`src/iopm_pkg.sv`:
```
// Package: register map, reset values and encodings of the I/O port block
`default_nettype none
package iopm_pkg;
    localparam int          NREG      = 27;
    localparam int          AW        = 5;
    localparam int          DW        = 8;
    localparam logic [4:0]  A_DATA_A  = 5'h00;
    localparam logic [4:0]  A_DATA_B  = 5'h01;
    localparam logic [4:0]  A_DATA_C  = 5'h02;
    localparam logic [4:0]  A_DIR_A   = 5'h03;
    localparam logic [4:0]  A_DIR_B   = 5'h04;
    localparam logic [4:0]  A_DIR_C   = 5'h05;
    localparam logic [4:0]  A_PU_A    = 5'h06;
    localparam logic [4:0]  A_PD_AB   = 5'h07;
    localparam logic [4:0]  A_PU_B    = 5'h08;
    localparam logic [4:0]  A_PU_C    = 5'h09;
    localparam logic [4:0]  A_PD_C    = 5'h0a;
    localparam logic [4:0]  A_PWR     = 5'h0b;
    localparam logic [4:0]  A_PWR1    = 5'h0c;
    localparam logic [4:0]  A_OD_B    = 5'h0d;
    localparam logic [4:0]  A_OD_C    = 5'h0e;
    localparam logic [4:0]  A_WAKE_A  = 5'h0f;
    localparam logic [4:0]  A_WAKE_B  = 5'h10;
    localparam logic [4:0]  A_IRQF    = 5'h11;
    localparam logic [4:0]  A_IRQE    = 5'h12;
    localparam logic [4:0]  A_EDGE    = 5'h13;
    localparam logic [4:0]  A_IR_CTRL_REG    = 5'h14;
    localparam logic [4:0]  A_T1CR    = 5'h15;
    localparam logic [4:0]  A_T2CR    = 5'h16;
    localparam logic [4:0]  A_T3CR    = 5'h17;
    localparam logic [4:0]  A_BZ1     = 5'h18;
    localparam logic [4:0]  A_BZ2     = 5'h19;
    localparam logic [4:0]  A_CMP     = 5'h1a;
    // Writable bits per register, index = offset
    localparam logic [7:0]  WMASK [NREG] = '{
        8'hff, 8'hff, 8'h03, 8'hff, 8'hff, 8'h03, 8'hff, 8'hff, 8'hff,
        8'h03, 8'h03, 8'hff, 8'hff, 8'hff, 8'h03, 8'hff, 8'hff, 8'hff,
        8'hff, 8'hff, 8'h01, 8'hff, 8'hff, 8'hff, 8'hff, 8'hff, 8'hff};
    // Reset values: all pins inputs, everything else off
    localparam logic [7:0]  RSTV [NREG] = '{
        8'h00, 8'h00, 8'h00, 8'hff, 8'hff, 8'h03, 8'h00, 8'h00, 8'h00,
        8'h00, 8'h00, 8'h00, 8'h00, 8'h00, 8'h00, 8'h00, 8'h00, 8'h00,
        8'h00, 8'h00, 8'h00, 8'h00, 8'h00, 8'h00, 8'h00, 8'h00, 8'h00};
    localparam int          B_PA5_PU  = 4;
    localparam int          B_GIE     = 7;
    localparam int          B_LCF     = 1;
    localparam int          B_EXT_IRQ0_SELECT    = 4;
    localparam int          B_EXT_IRQ1_SELECT    = 5;
    localparam int          B_EXT_IRQ2_SELECT    = 6;
    localparam int          B_IR_CARRIER_ENABLE    = 0;
    localparam int          B_TOG     = 5;
    localparam int          B_PWM     = 7;
    localparam int          B_BZ      = 7;
    localparam int          B_COMPARATOR_PIN_ENABLE   = 6;
    typedef enum logic [1:0] {SINK_NORMAL, SINK_LARGE, SINK_CONST} iopm_sink_t;
endpackage : iopm_pkg
`default_nettype wire

```
`src/iopm_chg_det.sv`:
```
// Level-change detector: per-pin compare with previous sample
`default_nettype none
module iopm_chg_det #(
    parameter int W = 16
) (
    input  wire logic         clk,
    input  wire logic         rst_n,
    input  wire logic         ce,
    input  wire logic [W-1:0] pin,
    input  wire logic [W-1:0] sel,
    output logic              change
);
    logic [W-1:0] prev_r;
    logic [W-1:0] hit;

    genvar i;
    generate
        for (i = 0; i < W; i++) begin : g_bit
            always_ff @(posedge clk or negedge rst_n) begin
                if (!rst_n) begin
                    prev_r[i] <= 1'b0;
                end else if (ce) begin
                    prev_r[i] <= pin[i];
                end
            end
            // First sample after reset may compare against zero; acceptable
            assign hit[i] = sel[i] & (pin[i] ^ prev_r[i]);
        end
    endgenerate

    assign change = |hit;
endmodule : iopm_chg_det
`default_nettype wire

```
`src/iopm_port.sv`:
```
// Top of the eighteen-pin I/O port: registers, pad control, alternate functions
// Notes on behaviour
// - Eighteen pins, three ports, each with data register
// - Port A direction bit per pin
// - Port A pull-ups on pins 7,6,4..0
// - Port A pull-downs pin 5, pins 3..0
// - Port B pull-up per pin
// - Shared pull-down high nibble drives port B 3..0
// - Port C pull-up and pull-down per pin
// - Pin A5 pull-up from power control bit 4
// - Port B open-drain select per output pin
// - Port C open-drain select per output pin
// - Wake enables pick pins; change sets flag
// - Level-change request needs both enables set
// - Edge control bits route external interrupt pins
// - External interrupt suppresses level change on pin
// - IR carrier on B1 or A3 by option
// - Pin A5 can be active-low reset input
// - Crystal mode takes A6 input, A7 output
// - RC clock may show instruction clock on A7
// - Pin A4 feeds timer 0 and 1 clocks
// - Pin A2 feeds timers 2 and 3 clock
// - Pin B3 priority: timer3, comparator, buzzer1
// - B6 carries PWM2, B2 carries buzzer2
// - Pin B4: timer1 toggle beats PWM1
// - Two config bits per port choose sink mode
//
// Chosen here: the register offsets and the address-and-strobe port.
`default_nettype none
module iopm_port
    import iopm_pkg::*;
(
    input  wire logic                  clk,
    input  wire logic                  rst_n,
    input  wire logic                  ce,
    input  wire logic [iopm_pkg::AW-1:0] addr,
    input  wire logic [iopm_pkg::DW-1:0] wdata,
    input  wire logic                  wr_en,
    input  wire logic                  rd_en,
    output logic [iopm_pkg::DW-1:0]    rdata,
    input  wire logic [7:0]            pa_in,
    output logic [7:0]                 pa_out,
    output logic [7:0]                 pa_oe,
    output logic [7:0]                 pa_pu,
    output logic [7:0]                 pa_pd,
    input  wire logic [7:0]            pb_in,
    output logic [7:0]                 pb_out,
    output logic [7:0]                 pb_oe,
    output logic [7:0]                 pb_pu,
    output logic [7:0]                 pb_pd,
    input  wire logic [1:0]            pc_in,
    output logic [1:0]                 pc_out,
    output logic [1:0]                 pc_oe,
    output logic [1:0]                 pc_pu,
    output logic [1:0]                 pc_pd,
    input  wire logic                  cfg_ext_reset_en,
    input  wire logic                  cfg_xtal_en,
    input  wire logic                  cfg_clk_out_en,
    input  wire logic                  cfg_ir_large,
    input  wire logic [2:0]            port_sink_large_cfg,
    input  wire logic [2:0]            port_sink_constant_cfg,
    input  wire logic                  instr_clk_level,
    input  wire logic                  ir_carrier,
    input  wire logic                  timer0_source_select,
    input  wire logic                  timer0_low_clock_select,
    input  wire logic                  timer1_source_select,
    input  wire logic                  timer2_source_select,
    input  wire logic                  timer3_source_select,
    input  wire logic                  timer1_toggle_out,
    input  wire logic                  timer3_toggle_out,
    input  wire logic                  pwm1_out,
    input  wire logic                  pwm2_out,
    input  wire logic                  buzzer1_out,
    input  wire logic                  buzzer2_out,
    input  wire logic                  comparator_out,
    output logic                       ext_reset_n,
    output logic                       ext_clock_in_a,
    output logic                       ext_clock_in_b,
    output logic [2:0]                 ext_irq_pin,
    output logic                       level_change_irq,
    output iopm_pkg::iopm_sink_t       sink_mode_a,
    output iopm_pkg::iopm_sink_t       sink_mode_b,
    output iopm_pkg::iopm_sink_t       sink_mode_c
);
    import iopm_pkg::*;

    logic [7:0] regs_r [NREG];
    logic       lc_change;
    logic [7:0] pa_val;
    logic [7:0] pa_drv;
    logic [7:0] pb_val;
    logic [7:0] pb_drv;
    logic [7:0] pb_alt;
    logic [7:0] xtal_mask;
    logic       ir_on;
    logic       clk_obs;
    logic [7:0] wake_a_eff;
    logic [7:0] rd_nxt;

    // Register file; level-change flag set wins over software clear
    always_ff @(posedge clk or negedge rst_n) begin
        if (!rst_n) begin
            for (int r = 0; r < NREG; r++) begin
                regs_r[r] <= RSTV[r];
            end
        end else if (ce) begin
            for (int r = 0; r < NREG; r++) begin
                if (wr_en && addr == AW'(r)) begin
                    regs_r[r] <= wdata & WMASK[r];
                end
            end
            if (lc_change) begin
                regs_r[A_IRQF][B_LCF] <= 1'b1;
            end
        end
    end

    // Data registers read the pads; direction-agnostic
    always_comb begin
        rd_nxt = 8'h00;
        case (addr)
            A_DATA_A: rd_nxt = pa_in;
            A_DATA_B: rd_nxt = pb_in;
            A_DATA_C: rd_nxt = {6'h00, pc_in};
            default: begin
                if (addr < AW'(NREG)) begin
                    rd_nxt = regs_r[addr];
                end
            end
        endcase
    end

    always_ff @(posedge clk or negedge rst_n) begin
        if (!rst_n) begin
            rdata <= 8'h00;
        end else if (ce) begin
            rdata <= rd_en ? rd_nxt : 8'h00;
        end
    end

    // External interrupt pin takes precedence over level change
    always_comb begin
        wake_a_eff = regs_r[A_WAKE_A];
        wake_a_eff[4] = wake_a_eff[4] & ~regs_r[A_EDGE][B_EXT_IRQ0_SELECT];
        wake_a_eff[3] = wake_a_eff[3] & ~regs_r[A_EDGE][B_EXT_IRQ1_SELECT];
        wake_a_eff[5] = wake_a_eff[5] & ~regs_r[A_EDGE][B_EXT_IRQ2_SELECT];
    end

    iopm_chg_det #(
        .W      (16)
    ) u_chg (
        .clk    (clk),
        .rst_n  (rst_n),
        .ce     (ce),
        .pin    ({pb_in, pa_in}),
        .sel    ({regs_r[A_WAKE_B], wake_a_eff}),
        .change (lc_change)
    );

    assign level_change_irq = regs_r[A_IRQF][B_LCF] & regs_r[A_IRQE][B_LCF]
                              & regs_r[A_PWR1][B_GIE];

    assign ext_irq_pin[0] = regs_r[A_EDGE][B_EXT_IRQ0_SELECT] & pa_in[4];
    assign ext_irq_pin[1] = regs_r[A_EDGE][B_EXT_IRQ1_SELECT] & pa_in[3];
    assign ext_irq_pin[2] = regs_r[A_EDGE][B_EXT_IRQ2_SELECT] & pa_in[5];

    // Unselected clock taps held low so timers see no stray edges
    assign ext_clock_in_a = pa_in[4] & ((timer0_source_select & ~timer0_low_clock_select)
                                        | timer1_source_select);
    assign ext_clock_in_b = pa_in[2] & (timer2_source_select
                                        | timer3_source_select);
    assign ext_reset_n = cfg_ext_reset_en ? pa_in[5] : 1'b1;

    assign ir_on     = regs_r[A_IR_CTRL_REG][B_IR_CARRIER_ENABLE];
    assign clk_obs   = cfg_clk_out_en & ~cfg_xtal_en;
    assign xtal_mask = cfg_xtal_en ? 8'hc0 : 8'h00;

    // Port A values and drive; A5 is always open-drain
    always_comb begin
        pa_val = regs_r[A_DATA_A];
        pa_drv = ~regs_r[A_DIR_A];
        if (ir_on && cfg_ir_large) begin
            pa_val[3] = ir_carrier;
            pa_drv[3] = 1'b1;
        end
        if (clk_obs) begin
            pa_val[7] = instr_clk_level;
            pa_drv[7] = 1'b1;
        end
        if (cfg_ext_reset_en) begin
            pa_drv[5] = 1'b0;
        end
        pa_drv = pa_drv & ~xtal_mask;
    end

    assign pa_out = pa_val;
    assign pa_oe  = {pa_drv[7:6], pa_drv[5] & ~pa_val[5], pa_drv[4:0]};
    // Pulls follow real drive, so alternate outputs drop them
    assign pa_pu  = ~pa_drv & ~xtal_mask
                    & {regs_r[A_PU_A][7:6], regs_r[A_PWR][B_PA5_PU],
                       regs_r[A_PU_A][4:0]};
    assign pa_pd  = ~pa_drv
                    & {2'b00, regs_r[A_PU_A][5], 1'b0, regs_r[A_PD_AB][3:0]};

    // Port B alternate outputs with fixed priorities
    always_comb begin
        pb_val = regs_r[A_DATA_B];
        pb_alt = 8'h00;
        if (ir_on && !cfg_ir_large) begin
            pb_val[1] = ir_carrier;
            pb_alt[1] = 1'b1;
        end
        if (regs_r[A_BZ2][B_BZ]) begin
            pb_val[2] = buzzer2_out;
            pb_alt[2] = 1'b1;
        end
        if (regs_r[A_T3CR][B_TOG]) begin
            pb_val[3] = timer3_toggle_out;
            pb_alt[3] = 1'b1;
        end else if (regs_r[A_CMP][B_COMPARATOR_PIN_ENABLE]) begin
            pb_val[3] = comparator_out;
            pb_alt[3] = 1'b1;
        end else if (regs_r[A_BZ1][B_BZ]) begin
            pb_val[3] = buzzer1_out;
            pb_alt[3] = 1'b1;
        end
        if (regs_r[A_T1CR][B_TOG]) begin
            pb_val[4] = timer1_toggle_out;
            pb_alt[4] = 1'b1;
        end else if (regs_r[A_T1CR][B_PWM]) begin
            pb_val[4] = pwm1_out;
            pb_alt[4] = 1'b1;
        end
        if (regs_r[A_T2CR][B_PWM]) begin
            pb_val[6] = pwm2_out;
            pb_alt[6] = 1'b1;
        end
        pb_drv = ~regs_r[A_DIR_B] | pb_alt;
    end

    // Open-drain: a driven high becomes release
    assign pb_out = pb_val;
    assign pb_oe  = pb_drv & ~(regs_r[A_OD_B] & pb_val);
    assign pb_pu  = regs_r[A_DIR_B] & ~pb_alt & regs_r[A_PU_B];
    assign pb_pd  = regs_r[A_DIR_B] & ~pb_alt
                    & {4'h0, regs_r[A_PD_AB][7:4]};

    assign pc_out = regs_r[A_DATA_C][1:0];
    assign pc_oe  = ~regs_r[A_DIR_C][1:0]
                    & ~(regs_r[A_OD_C][1:0] & pc_out);
    assign pc_pu  = regs_r[A_DIR_C][1:0] & regs_r[A_PU_C][1:0];
    assign pc_pd  = regs_r[A_DIR_C][1:0] & regs_r[A_PD_C][1:0];

    // Sink mode per port; large-off with constant-on is treated as normal
    function automatic iopm_sink_t sink_dec(input logic lg, input logic cs);
        sink_dec = !lg ? SINK_NORMAL : (cs ? SINK_CONST : SINK_LARGE);
    endfunction : sink_dec

    always_ff @(posedge clk or negedge rst_n) begin
        if (!rst_n) begin
            sink_mode_a <= SINK_NORMAL;
            sink_mode_b <= SINK_NORMAL;
            sink_mode_c <= SINK_NORMAL;
        end else if (ce) begin
            sink_mode_a <= sink_dec(port_sink_large_cfg[0], port_sink_constant_cfg[0]);
            sink_mode_b <= sink_dec(port_sink_large_cfg[1], port_sink_constant_cfg[1]);
            sink_mode_c <= sink_dec(port_sink_large_cfg[2], port_sink_constant_cfg[2]);
        end
    end
endmodule : iopm_port
`default_nettype wire

```
`config.mk`:
```
export PLATFORM = sky130hd
export DESIGN_NAME = iopm_port
export DESIGN_NICKNAME = d
export VERILOG_FILES = /design/src/iopm_pkg.sv /design/src/iopm_chg_det.sv /design/src/iopm_port.sv
export SDC_FILE = /design/constraint.sdc
export NUM_CORES = 1
export LEC_CHECK = 0
export ABC_CLOCK_PERIOD_IN_PS = 1600
export CORE_ASPECT_RATIO = 1.1
export CORE_MARGIN = 2
export CORE_UTILIZATION = 58
export CTS_CLUSTER_SIZE = 14
export DETAILED_ROUTE_END_ITERATION = 8
export DONT_BUFFER_PORTS = 1
export MAX_ROUTING_LAYER = met4
export PLACE_DENSITY = 0.81
export SLEW_MARGIN = 5
export SYNTH_ARGS = -nofsm -noshare
export SYNTH_HDL_FRONTEND = slang
export SYNTH_SLANG_ARGS = --single-unit
```
`constraint.sdc`:
```
create_clock -name clk -period 1.6 [get_ports clk]
set_input_delay 0.32 -clock clk [delete_from_list [all_inputs] [get_ports clk]]
set_output_delay 0.32 -clock clk [all_outputs]
set_load 0.005 [all_outputs]
```
==> results.sh, run 1 <==
export IMPL_synth_edf_count=0
export IMPL_grt_usage_pct=34.2
export IMPL_critPathRequiredTime_ns=1.28
export IMPL_htreeDepth=1
export IMPL_pin_count=153
export IMPL_clockRootBuffer="clkbuf_16"
export IMPL_cts_tree="built"
export IMPL_synth_cell_types=62
export IMPL_drtPass1Iterations=5
export IMPL_final_util_pct=73.4
export IMPL_synth_compound_gate_area_share_pct=8.92
export IMPL_syn_avg_cell_area_um2=12.4
export IMPL_async_flop_share_pct=100
export IMPL_fin_area_mm2=0.0135
export IMPL_drtIter0Drc=836
export IMPL_grt_pass1_wl_mm=49.9
export IMPL_dp_hpwl_mm=21.1
export IMPL_slowest_delay_ns=0.47
export IMPL_period_needed_ns=1.92
export IMPL_synth_top_family_by_area="multiplexers"
export IMPL_synthMuxAreaShare_pct=27.4
export IMPL_clock_skew_ns=0.0286
export IMPL_final_common_cell="dfrtp_1"
export IMPL_grt_remaining_overflow=0
export IMPL_cp_cell_sequence="nand2b_4 > mux2_4 > a22oi_2"
export IMPL_finalNonFillerCells=1228
export IMPL_finalPower_mw=14.9
export IMPL_synth_area_mm2=0.0109
export IMPL_status="complete, but fails checks"
export IMPL_synth_xor_area_share_pct=1.29
export IMPL_grt_pass1_vias=8275
export IMPL_cts_buffers=23
export IMPL_die_w_um=135
export IMPL_yosys_warnings=0
export IMPL_placed_area_mm2=0.0117
export IMPL_initial_core_util_pct=59.0
export IMPL_peakVddDrop_mv=0.760
export IMPL_wirelength_mm=33.3
export IMPL_end_kind="output port"
export IMPL_netlist_top_cell_by_area="dfrtp_1"
export IMPL_slew_headroom_pct=24.4
export IMPL_cp_arrival_ns=1.60
export IMPL_violations="hold timing, setup timing"
export IMPL_critPathTopFamily="flip-flops"
export IMPL_clock_path_buffers=3
export IMPL_netlist_top_cells_area="dfrtp_1, mux2_2, dfstp_2"
export IMPL_clkTransAtPathRegs_ns=0.06
export IMPL_wl_per_cell_um=27.1
export IMPL_synth_cells=874
export IMPL_vias=8073
export IMPL_antenna_found_initial=1
export IMPL_viasPerCell=6.57
export IMPL_ys_flop_type="dfrtp_1"
export IMPL_slew_violations=0
export IMPL_fin_ws_ns=-0.316
export IMPL_power_density_mw_per_mm2=1100
export IMPL_period_share_pct=120
export IMPL_path_max_fanout=3
export IMPL_core_mm2=0.0184
export IMPL_finalSetupViolCount=32
export IMPL_rsz0062_at_grt="yes"
export IMPL_ys_ff_latch=209
export IMPL_fmax_mhz=522
export IMPL_ant_nets=0
export IMPL_path_class="flop to output port"
export IMPL_start_kind="flop"
export IMPL_p_leak_nw=5.95
export IMPL_tightestPinTransition_ns=1.13
export IMPL_drc=0
export IMPL_maxCapViolCount=0
export IMPL_cts_num_sinks=209
export IMPL_yosys_area_top_type_share_pct=44.0
export IMPL_hold_class="primary input to async pin"
export IMPL_synthAdderAreaFrac_pct=0
export IMPL_io_buffers=0
export IMPL_synth_simple_area_share_pct=9.51
export IMPL_num_nets_final=1026
export IMPL_yosysSeqAreaShare_pct=48.3
export IMPL_grt_max_degree=210
export IMPL_crit_slowest_cell="dfrtp_2"
export IMPL_hold_viol=209
export IMPL_area_growth_pct=24.4
export IMPL_rows=52
export IMPL_holdWs_ns=-0.487
export IMPL_dpl_cell_count=1128
export IMPL_drive_gt1_share_pct=50.3
export IMPL_cp_buffers_inverters=0
export IMPL_die_area_mm2=0.0199
export IMPL_place_gp_congestion=0.962
export IMPL_clk_latency_ns=0.52
export IMPL_die_y_um=148
export IMPL_mostFrequentLayoutCells="dfrtp_1, mux2_2, buf_4, mux2_4, dlygate4sd3_1"
export IMPL_hold_buffers=34
-- layout make-up --
| class | count | area [µm²] |
|---|---|---|
| Clock buffer | 29 | 638 |
| Antenna cell | 2 | 5.00 |
| Multi-Input combinational cell | 583 | 5710 |
| Tap cell | 243 | 304 |
| Fill cell | 1158 | 4890 |
| Timing Repair Buffer | 131 | 1330 |
| Sequential cell | 209 | 5260 |
| Inverter | 18 | 72.6 |
| Clock inverter | 13 | 206 |
-- registers in the layout, indices dropped and copies added, names as in the netlist --
register      flops
ir_on             1
pa_out            6
pb_out            3
pc_out            2
rdata             8
regs_r          167
sink_mode_a       2
sink_mode_b       2
sink_mode_c       2
u_chg.prev_r     16
-- power by group --
part | leakage, nW | total [mW] | switching (mW) | internal, mW
logic | 2.85 | 2.45 | 1.01 | 1.45
clock network | 0.410 | 5.86 | 2.22 | 3.65
registers | 2.68 | 6.62 | 0.611 | 6.01
total | 5.95 | 14.9 | 3.84 | 11.1
-- worst paths after layout --
check | startpoint | to | slack, ns | cells after the start
worst max-delay path | ir_on$_DFFE_PN0P_ | pb_oe[1] | -0.32 | 3
worst min-delay path | rst_n | regs_r[104]$_DFFE_PN0P_ | -0.49 | 0
worst max register to register | regs_r[204]$_DFFE_PN0P_ | rdata[4]$_DFFE_PN0P_ | -0.21 | 6
worst min register to register | regs_r[64]$_DFFE_PN0P_ | regs_r[64]$_DFFE_PN0P_ | 0.50 | 1
max in group asynchronous | rst_n | regs_r[176]$_DFFE_PN1P_ | 1.65 | 0
min in group clk | port_sink_constant_cfg[2] | sink_mode_c[0]$_DFFE_PN0P_ | 0.01 | 2
-- layer usage --
metal  part of all wire [%]  up-vias  wire length [µm]  GRT usage [%]
met1                     38     4139             12800           43.3
met4                    4.4        0              1470           14.6
met3                    8.7       96              2890           7.41
met2                     49      446             16200           53.6
met5                      0        -                 0              -
li1                       -     3392                 -              -
-- cells in the mapped netlist (4+ instances only) --
cell type	instances
nand2_1	32
nor2_2	10
a2111oi_0	4
buf_4	29
inv_1	16
clkbuf_1	20
a22oi_1	23
a221oi_1	6
dfstp_2	18
dfrtp_1	191
mux2i_1	18
a22o_1	5
buf_2	16
nor2b_1	11
nor3_4	4
o211ai_1	8
mux2_2	220
and3_1	8
nand3_1	12
nor2_1	23
and2_1	24
o21a_1	5
xor2_1	16
nand2_2	4
a31oi_1	5
nor2_4	5
mux4_2	14
o21ai_0	20
a21oi_1	27
buf_6	5
nand3b_1	7
nand2b_1	7
nor3_1	9
o221ai_1	4
-- kinds of logic (layout without fill, tap and decap cells) --
kind of cell,count (synthesis),after routing
AO/OA/AOI/OAI,136,136
XOR/XNOR,16,16
buffers and inverters,88,191
flip-flops,209,209
multiplexers,252,252
other,1,9
AND/OR/NAND/NOR,172,172
-- repair_timing --
action | 4_1_cts | 5_1_grt
hold endpoints to repair | 409 | 209
setup buffers | 18 | 7
setup endpoints to repair | 32 | 61
pin swaps | 16 | 21
gates resized for setup | 55 | 48
-- per-stage QoR --
| step | setup slack, ns | TNS, ns |
|---|---|---|
| floorplan | -0.153 | -3.70 |
| global placement | -0.0721 | -1.60 |
| detailed placement | -0.110 | -2.68 |
| CTS | -0.317 | -4.03 |
| global route | -0.328 | -5.08 |
| finish | -0.316 | -4.06 |
(Power assumes the default switching activity.)
==> run 2: changes to the inputs <==
--- a/config.mk
+++ b/config.mk
@@ -5,6 +5,7 @@
 export SDC_FILE = /design/constraint.sdc
 export NUM_CORES = 1
 export LEC_CHECK = 0
+export ABC_AREA = 1
 export ABC_CLOCK_PERIOD_IN_PS = 1600
 export CORE_ASPECT_RATIO = 1.1
 export CORE_MARGIN = 2
==> run 2 against run 1 <==
Effect of this change:
- the flow still finishes with violations (hold timing, setup timing)
- synthesized cell count increased by 63%
- die area decreased by 3.2%
- routed wire length decreased by 1.5%
- critical path type unchanged
- critical endpoint is now pb_pu[3]
- highest routed layer unchanged
==> results.sh, run 2 <==
export IMPL_drc=0
export IMPL_area_growth_pct=15.7
export IMPL_drive_gt1_share_pct=13.3
export IMPL_cp_buffers_inverters=2
export IMPL_ys_ff_latch=209
export IMPL_slew_headroom_pct=36.8
export IMPL_die_y_um=145
export IMPL_rrSetupSlack_ns=0.10
export IMPL_top_register="regs_r"
export IMPL_largest_reg_flops=167
export IMPL_period_share_pct=114
export IMPL_synth_simple_area_share_pct=30.2
export IMPL_synth_edf_count=0
export IMPL_crit_slowest_cell="dfrtp_1"
export IMPL_pin_count=153
export IMPL_yosys_warnings=0
export IMPL_yosys_area_top_type_share_pct=45.5
export IMPL_cts_buffers=23
export IMPL_path_max_fanout=3
export IMPL_grt_pass1_vias=9453
export IMPL_hold_class="primary input to async pin"
export IMPL_top_regs="regs_r (167), u_chg.prev_r (16), rdata (8)"
export IMPL_dp_hpwl_mm=21.8
export IMPL_die_area_mm2=0.0192
export IMPL_reg2regPathDepth=9
export IMPL_clock_path_buffers=3
export IMPL_period_needed_ns=1.83
export IMPL_rsz0062_at_grt="yes"
export IMPL_setup_tns_ns=-2.19
export IMPL_power_density_mw_per_mm2=1140
export IMPL_clkTransAtPathRegs_ns=0.06
export IMPL_grt_pass1_wl_mm=51.5
export IMPL_io_buffers=0
export IMPL_clockRootBuffer="clkbuf_16"
export IMPL_tightestPinTransition_ns=0.945
export IMPL_fmax_mhz=548
export IMPL_n_fill_cell=1429
export IMPL_ff_latch_area_mm2=0.00526
export IMPL_num_nets_final=1527
export IMPL_grt_usage_pct=34.6
export IMPL_cts_num_sinks=209
export IMPL_holdWs_ns=-0.490
export IMPL_cp_cell_sequence="buf_4 > buf_6 > nor2_4 > nand3_4 > nor2_1"
export IMPL_rows=51
export IMPL_p_leak_nw=5.93
export IMPL_netlist_top_cell_by_area="dfrtp_1"
export IMPL_synth_cell_types=35
export IMPL_async_flop_share_pct=100
export IMPL_htreeDepth=1
export IMPL_worstReg2RegStart="regs_r[47]$_DFFE_PN0P_"
export IMPL_fin_area_mm2=0.0122
export IMPL_netlist_top_cells_area="dfrtp_1, nand2_1, o21ai_0"
export IMPL_drtIter0Drc=981
export IMPL_mostFrequentLayoutCells="nand2_1, o21ai_0, dfrtp_1, inv_1, buf_4"
export IMPL_vias=9961
export IMPL_yosysSeqAreaShare_pct=50.0
export IMPL_synth_top_family_by_area="simple AND/OR/NAND/NOR gates"
export IMPL_synth_cells=1425
export IMPL_critPathRequiredTime_ns=1.28
export IMPL_end_kind="output port"
export IMPL_timing_rr_end="rdata[7]$_DFFE_PN0P_"
export IMPL_final_common_cell="nand2_1"
export IMPL_peakVddDrop_mv=1.05
export IMPL_start_kind="flop"
export IMPL_synthMuxAreaShare_pct=0.321
export IMPL_maxCapViolCount=0
export IMPL_grt_max_degree=210
export IMPL_n_antenna_cell=0
export IMPL_finalSetupViolCount=20
export IMPL_ys_flop_type="dfrtp_1"
export IMPL_hold_buffers=24
export IMPL_clk_latency_ns=0.51
export IMPL_initial_core_util_pct=59.3
export IMPL_core_mm2=0.0177
export IMPL_synthAdderAreaFrac_pct=0
export IMPL_viasPerCell=5.79
export IMPL_cp_arrival_ns=1.51
export IMPL_drtPass1Iterations=6
export IMPL_slew_violations=0
export IMPL_synth_common_cells="nand2_1, o21ai_0, dfrtp_1"
export IMPL_grt_remaining_overflow=0
export IMPL_path_class="flop to output port"
export IMPL_synth_most_common_cell="nand2_1"
export IMPL_clock_skew_ns=0.00772
export IMPL_fin_ws_ns=-0.225
export IMPL_synth_xor_area_share_pct=0.167
export IMPL_antenna_found_initial=0
export IMPL_slowest_delay_ns=0.40
export IMPL_multi_input_area_mm2=0.00471
export IMPL_wirelength_mm=32.8
export IMPL_cts_tree="built"
export IMPL_ant_nets=0
export IMPL_place_gp_congestion=0.998
export IMPL_wl_per_cell_um=19.1
export IMPL_synth_compound_gate_area_share_pct=11.8
export IMPL_critPathTopFamily="flip-flops"
export IMPL_placed_area_mm2=0.0108
export IMPL_violations="hold timing, setup timing"
export IMPL_synth_area_mm2=0.0105
export IMPL_status="complete, but fails checks"
export IMPL_hold_viol=209
export IMPL_syn_avg_cell_area_um2=7.38
export IMPL_finalPower_mw=13.8
export IMPL_die_w_um=132
-- run 2: changes by cell type in the layout (fill, tap and decap cells not counted), sizes merged, moves of 23 or more --
| cell | previous run | this run |
|---|---|---|
| o21ai | 20 | 197 |
| nor2 | 38 | 69 |
| buf | 97 | 74 |
| nand3 | 13 | 64 |
| nand2 | 36 | 642 |
| mux2 | 220 | 3 |
| a22oi | 23 | 0 |
| inv | 20 | 86 |
| and2 | 24 | 0 |
-- run 2: repair_timing --
| item | CTS | global route |
|---|---|---|
| pin swaps | 14 | 18 |
| gates resized for setup | 44 | 30 |
| buffers inserted | 11 | 6 |
| endpoints found under the setup margin | 21 | 26 |
| endpoints found under the hold margin | 232 | 209 |
-- run 2: cell families (layout without fill, tap and decap cells) --
family / after synthesis / in the layout
xor+xnor: 2 / 2
buf+inv: 174 / 224
other cells: 1 / 7
simple gates: 793 / 793
mux: 3 / 3
flops: 209 / 209
compound gates: 243 / 243
-- run 2: area by class of cell --
type                            instances  share of cell area [%]
Sequential cell                       209                    43.2
Clock inverter                          5                   0.638
Inverter                               87                    2.71
Multi-Input combinational cell       1048                    38.7
Clock buffer                           34                    5.32
Tap cell                              238                    2.45
Timing Repair Buffer                   98                    6.91
-- run 2: worst register-to-register path, cell delays in order, from the launching register on --
cell     delay [ns]
dfrtp_1        0.44
buf_4          0.17
nand2_1        0.06
nand3_1        0.09
nand2_1        0.11
nand4_1        0.16
nand2_1        0.15
nand2_1        0.10
nand2_1        0.06
nand2_1        0.05
-- run 2: routing by layer --
layer	track usage [%]	wire length, µm
met1	47.3	13400
met2	51.5	14800
met3	6.85	3280
met4	13.2	1300
met5	-	0
-- run 2: worst max-delay path by stage --
| stage | from | to | slack, ns | cells after the start |
|---|---|---|---|---|
| global route | regs_r[23]$_DFFE_PN0P_ | pb_oe[3] | -0.31 | 7 |
| detailed placement | addr[2] | rdata[6]$_DFFE_PN0P_ | -0.09 | 12 |
| finish | regs_r[23]$_DFFE_PN0P_ | pb_pu[3] | -0.23 | 5 |
| CTS | regs_r[23]$_DFFE_PN0P_ | pb_oe[3] | -0.22 | 7 |
| floorplan | addr[4] | rdata[6]$_DFFE_PN0P_ | 0.09 | 10 |
| global placement | addr[2] | rdata[6]$_DFFE_PN0P_ | -0.03 | 12 |
-- run 2: through the flow --
| stage | worst slack (ns) | cells | util (%) |
|---|---|---|---|
| 4_1_cts | -0.216 | 1714 | 67.7 |
| 6_report | -0.225 | 1719 | 68.5 |
| 2_1_floorplan | 0.0927 | 1431 | - |
| 3_3_place_gp | -0.0310 | 1640 | 61.1 |
| 5_1_grt | -0.312 | 1719 | 68.5 |
| 3_5_place_dp | -0.0879 | 1640 | 61.1 |
-- run 2: where the power goes --
group | switching, mW | internal [mW]
Combinational | 1.18 | 0.825
Sequential | 0.627 | 5.99
Clock | 2.10 | 3.10
==> run 3: changes to the inputs <==
--- a/config.mk
+++ b/config.mk
@@ -7,9 +7,11 @@
 export LEC_CHECK = 0
 export ABC_AREA = 1
 export ABC_CLOCK_PERIOD_IN_PS = 1600
+export CELL_PAD_IN_SITES_DETAIL_PLACEMENT = 1
+export CELL_PAD_IN_SITES_GLOBAL_PLACEMENT = 2
 export CORE_ASPECT_RATIO = 1.1
-export CORE_MARGIN = 2
-export CORE_UTILIZATION = 58
+export CORE_MARGIN = 5
+export CORE_UTILIZATION = 33
 export CTS_CLUSTER_SIZE = 14
 export DETAILED_ROUTE_END_ITERATION = 8
 export DONT_BUFFER_PORTS = 1
==> run 3 against run 2 <==
Effect of this change:
- hold slack got worse by 0.026 ns
- worst setup slack got worse by 0.017 ns
- routed wire length increased by 24%
- the run still ends with hold timing, setup timing left
==> results.sh, run 3 (same netlist as run 2, synthesis figures left out) <==
export IMPL_num_nets_final=1565
export IMPL_period_share_pct=115
export IMPL_hold_class="primary input to async pin"
export IMPL_peakVddDrop_mv=0.771
export IMPL_cts_num_sinks=209
export IMPL_gr_usage_met3_pct=4.27
export IMPL_fin_ws_ns=-0.242
export IMPL_mostFrequentLayoutCells="nand2_1, o21ai_0, dfrtp_1, buf_4, inv_1"
export IMPL_slew_headroom_pct=34.7
export IMPL_slew_violations=0
export IMPL_core_mm2=0.0314
export IMPL_viasPerCell=5.09
export IMPL_drive_gt1_share_pct=17.3
export IMPL_fmax_mhz=543
export IMPL_grt_remaining_overflow=0
export IMPL_dp_hpwl_mm=28.7
export IMPL_clockRootBuffer="clkbuf_16"
export IMPL_critPathRequiredTime_ns=1.28
export IMPL_clk_latency_ns=0.53
export IMPL_path_max_fanout=4
export IMPL_path_class="flop to output port"
export IMPL_clock_path_buffers=3
export IMPL_die_w_um=180
export IMPL_crit_slowest_cell="dfrtp_2"
export IMPL_finalPower_mw=14.5
export IMPL_power_density_mw_per_mm2=1130
export IMPL_timing_rr_end="rdata[0]$_DFFE_PN0P_"
export IMPL_start_kind="flop"
export IMPL_cts_buffers=25
export IMPL_n_fill_cell=3846
export IMPL_maxCapViolCount=0
export IMPL_initial_core_util_pct=33.5
export IMPL_path_common_cell="nand2_1"
export IMPL_htreeDepth=1
export IMPL_drtIter0Drc=714
export IMPL_finalNonFillerCells=1944
export IMPL_io_buffers=0
export IMPL_place_gp_congestion=0.910
export IMPL_grt_max_degree=210
export IMPL_grt_pass1_wl_mm=62.9
export IMPL_largest_reg_flops=167
export IMPL_end_kind="output port"
export IMPL_p_leak_nw=6.16
export IMPL_top_usage_layer="met2"
export IMPL_violations="hold timing, setup timing"
export IMPL_dpl_cell_count=1845
export IMPL_cp_cell_sequence="nand2_1 > o21ai_1 > o21ai_1 > o21a_1 > nand2_1 > nand2_1 > inv_2"
export IMPL_hold_buffers=24
export IMPL_cp_arrival_ns=1.52
export IMPL_grt_pass1_vias=10400
export IMPL_wirelength_mm=40.5
export IMPL_rrSetupSlack_ns=0.08
export IMPL_drc=0
export IMPL_slowest_delay_ns=0.44
export IMPL_grt_usage_pct=23.1
export IMPL_drtPass1Iterations=5
export IMPL_hold_viol=209
export IMPL_clkTransAtPathRegs_ns=0.06
export IMPL_top_register="regs_r"
export IMPL_final_common_cell="nand2_1"
export IMPL_rsz0062_at_grt="yes"
export IMPL_top_regs="regs_r (167), u_chg.prev_r (16), rdata (8)"
export IMPL_cts_tree="built"
export IMPL_die_y_um=197
export IMPL_finalSetupViolCount=21
export IMPL_status="complete, but fails checks"
export IMPL_clock_skew_ns=0.0156
export IMPL_holdWs_ns=-0.516
export IMPL_met2_usage_pct=37.3
export IMPL_reg2regPathDepth=14
export IMPL_tightestPinTransition_ns=0.976
export IMPL_wl_per_cell_um=20.9
export IMPL_pin_count=153
export IMPL_ant_nets=0
export IMPL_area_growth_pct=22.1
export IMPL_vias=9902
export IMPL_period_needed_ns=1.84
export IMPL_antenna_found_initial=0
export IMPL_use_met1_pct=30.7
export IMPL_worstReg2RegStart="ir_on$_DFFE_PN0P_"
export IMPL_pre_cts_ws_ns=-0.160
export IMPL_rows=68
export IMPL_die_area_mm2=0.0355
==> run 3: repair_timing <==
| item | CTS | global route |
|---|---|---|
| pin swaps | 16 | 15 |
| setup endpoints to repair | 34 | 39 |
| buffers inserted | 20 | 10 |
| gates resized for setup | 55 | 40 |
| endpoints found under the hold margin | 232 | 209 |
==> run 3: worst max-delay path by stage <==
stage	start	to	slack (ns)
floorplan	addr[4]	rdata[6]$_DFFE_PN0P_	0.09
global placement	addr[1]	rdata[7]$_DFFE_PN0P_	-0.16
detailed placement	addr[1]	rdata[7]$_DFFE_PN0P_	-0.16
CTS	regs_r[23]$_DFFE_PN0P_	pb_oe[3]	-0.28
global route	regs_r[23]$_DFFE_PN0P_	pb_oe[3]	-0.34
finish	regs_r[23]$_DFFE_PN0P_	pb_oe[3]	-0.24
==> run 3: final cells by class <==
type / instances / area, µm² / share of cell area [%]
Sequential cell: 209 / 5260 / 41.0
Multi-Input combinational cell: 1048 / 4750 / 37.0
Timing Repair Buffer: 134 / 1160 / 9.07
Clock buffer: 34 / 699 / 5.45
Tap cell: 420 / 526 / 4.09
Inverter: 87 / 329 / 2.56
Clock inverter: 11 / 109 / 0.848
Antenna cell: 1 / 2.50 / 0.0195
==> run 3: worst max-delay path, delay by kind of cell (launching register included) <==
kind / cells / cell delay [ns]
flip-flops: 1 / 0.44
buffers and inverters: 1 / 0.04
AND/OR/NAND/NOR: 3 / 0.19
AO/OA/AOI/OAI: 3 / 0.33
==> run 3: per-stage QoR <==
step / area (µm²) / setup TNS (ns) / util (%)
6_report: 12800 / -2.53 / 40.9
5_1_grt: 12800 / -3.58 / 40.9
4_1_cts: 12600 / -2.90 / 40.2
3_5_place_dp: 11300 / -1.79 / 36.0
3_3_place_gp: 11300 / -0.877 / 36.0
2_1_floorplan: 10500 / 0 / -
==> run 3: metal layers <==
layer  routed length [µm]  vias up
met1                18400     4904
li1                     -     4659
met4                  845        0
met3                 2500       50
met5                    0        -
met2                18800      289
==> run 3: report_power, final <==
| part | switching [mW] | leakage (nW) | internal, mW |
|---|---|---|---|
| registers | 0.653 | 2.70 | 5.99 |
| clock network | 2.30 | 0.407 | 3.37 |
| logic | 1.27 | 3.06 | 0.937 |
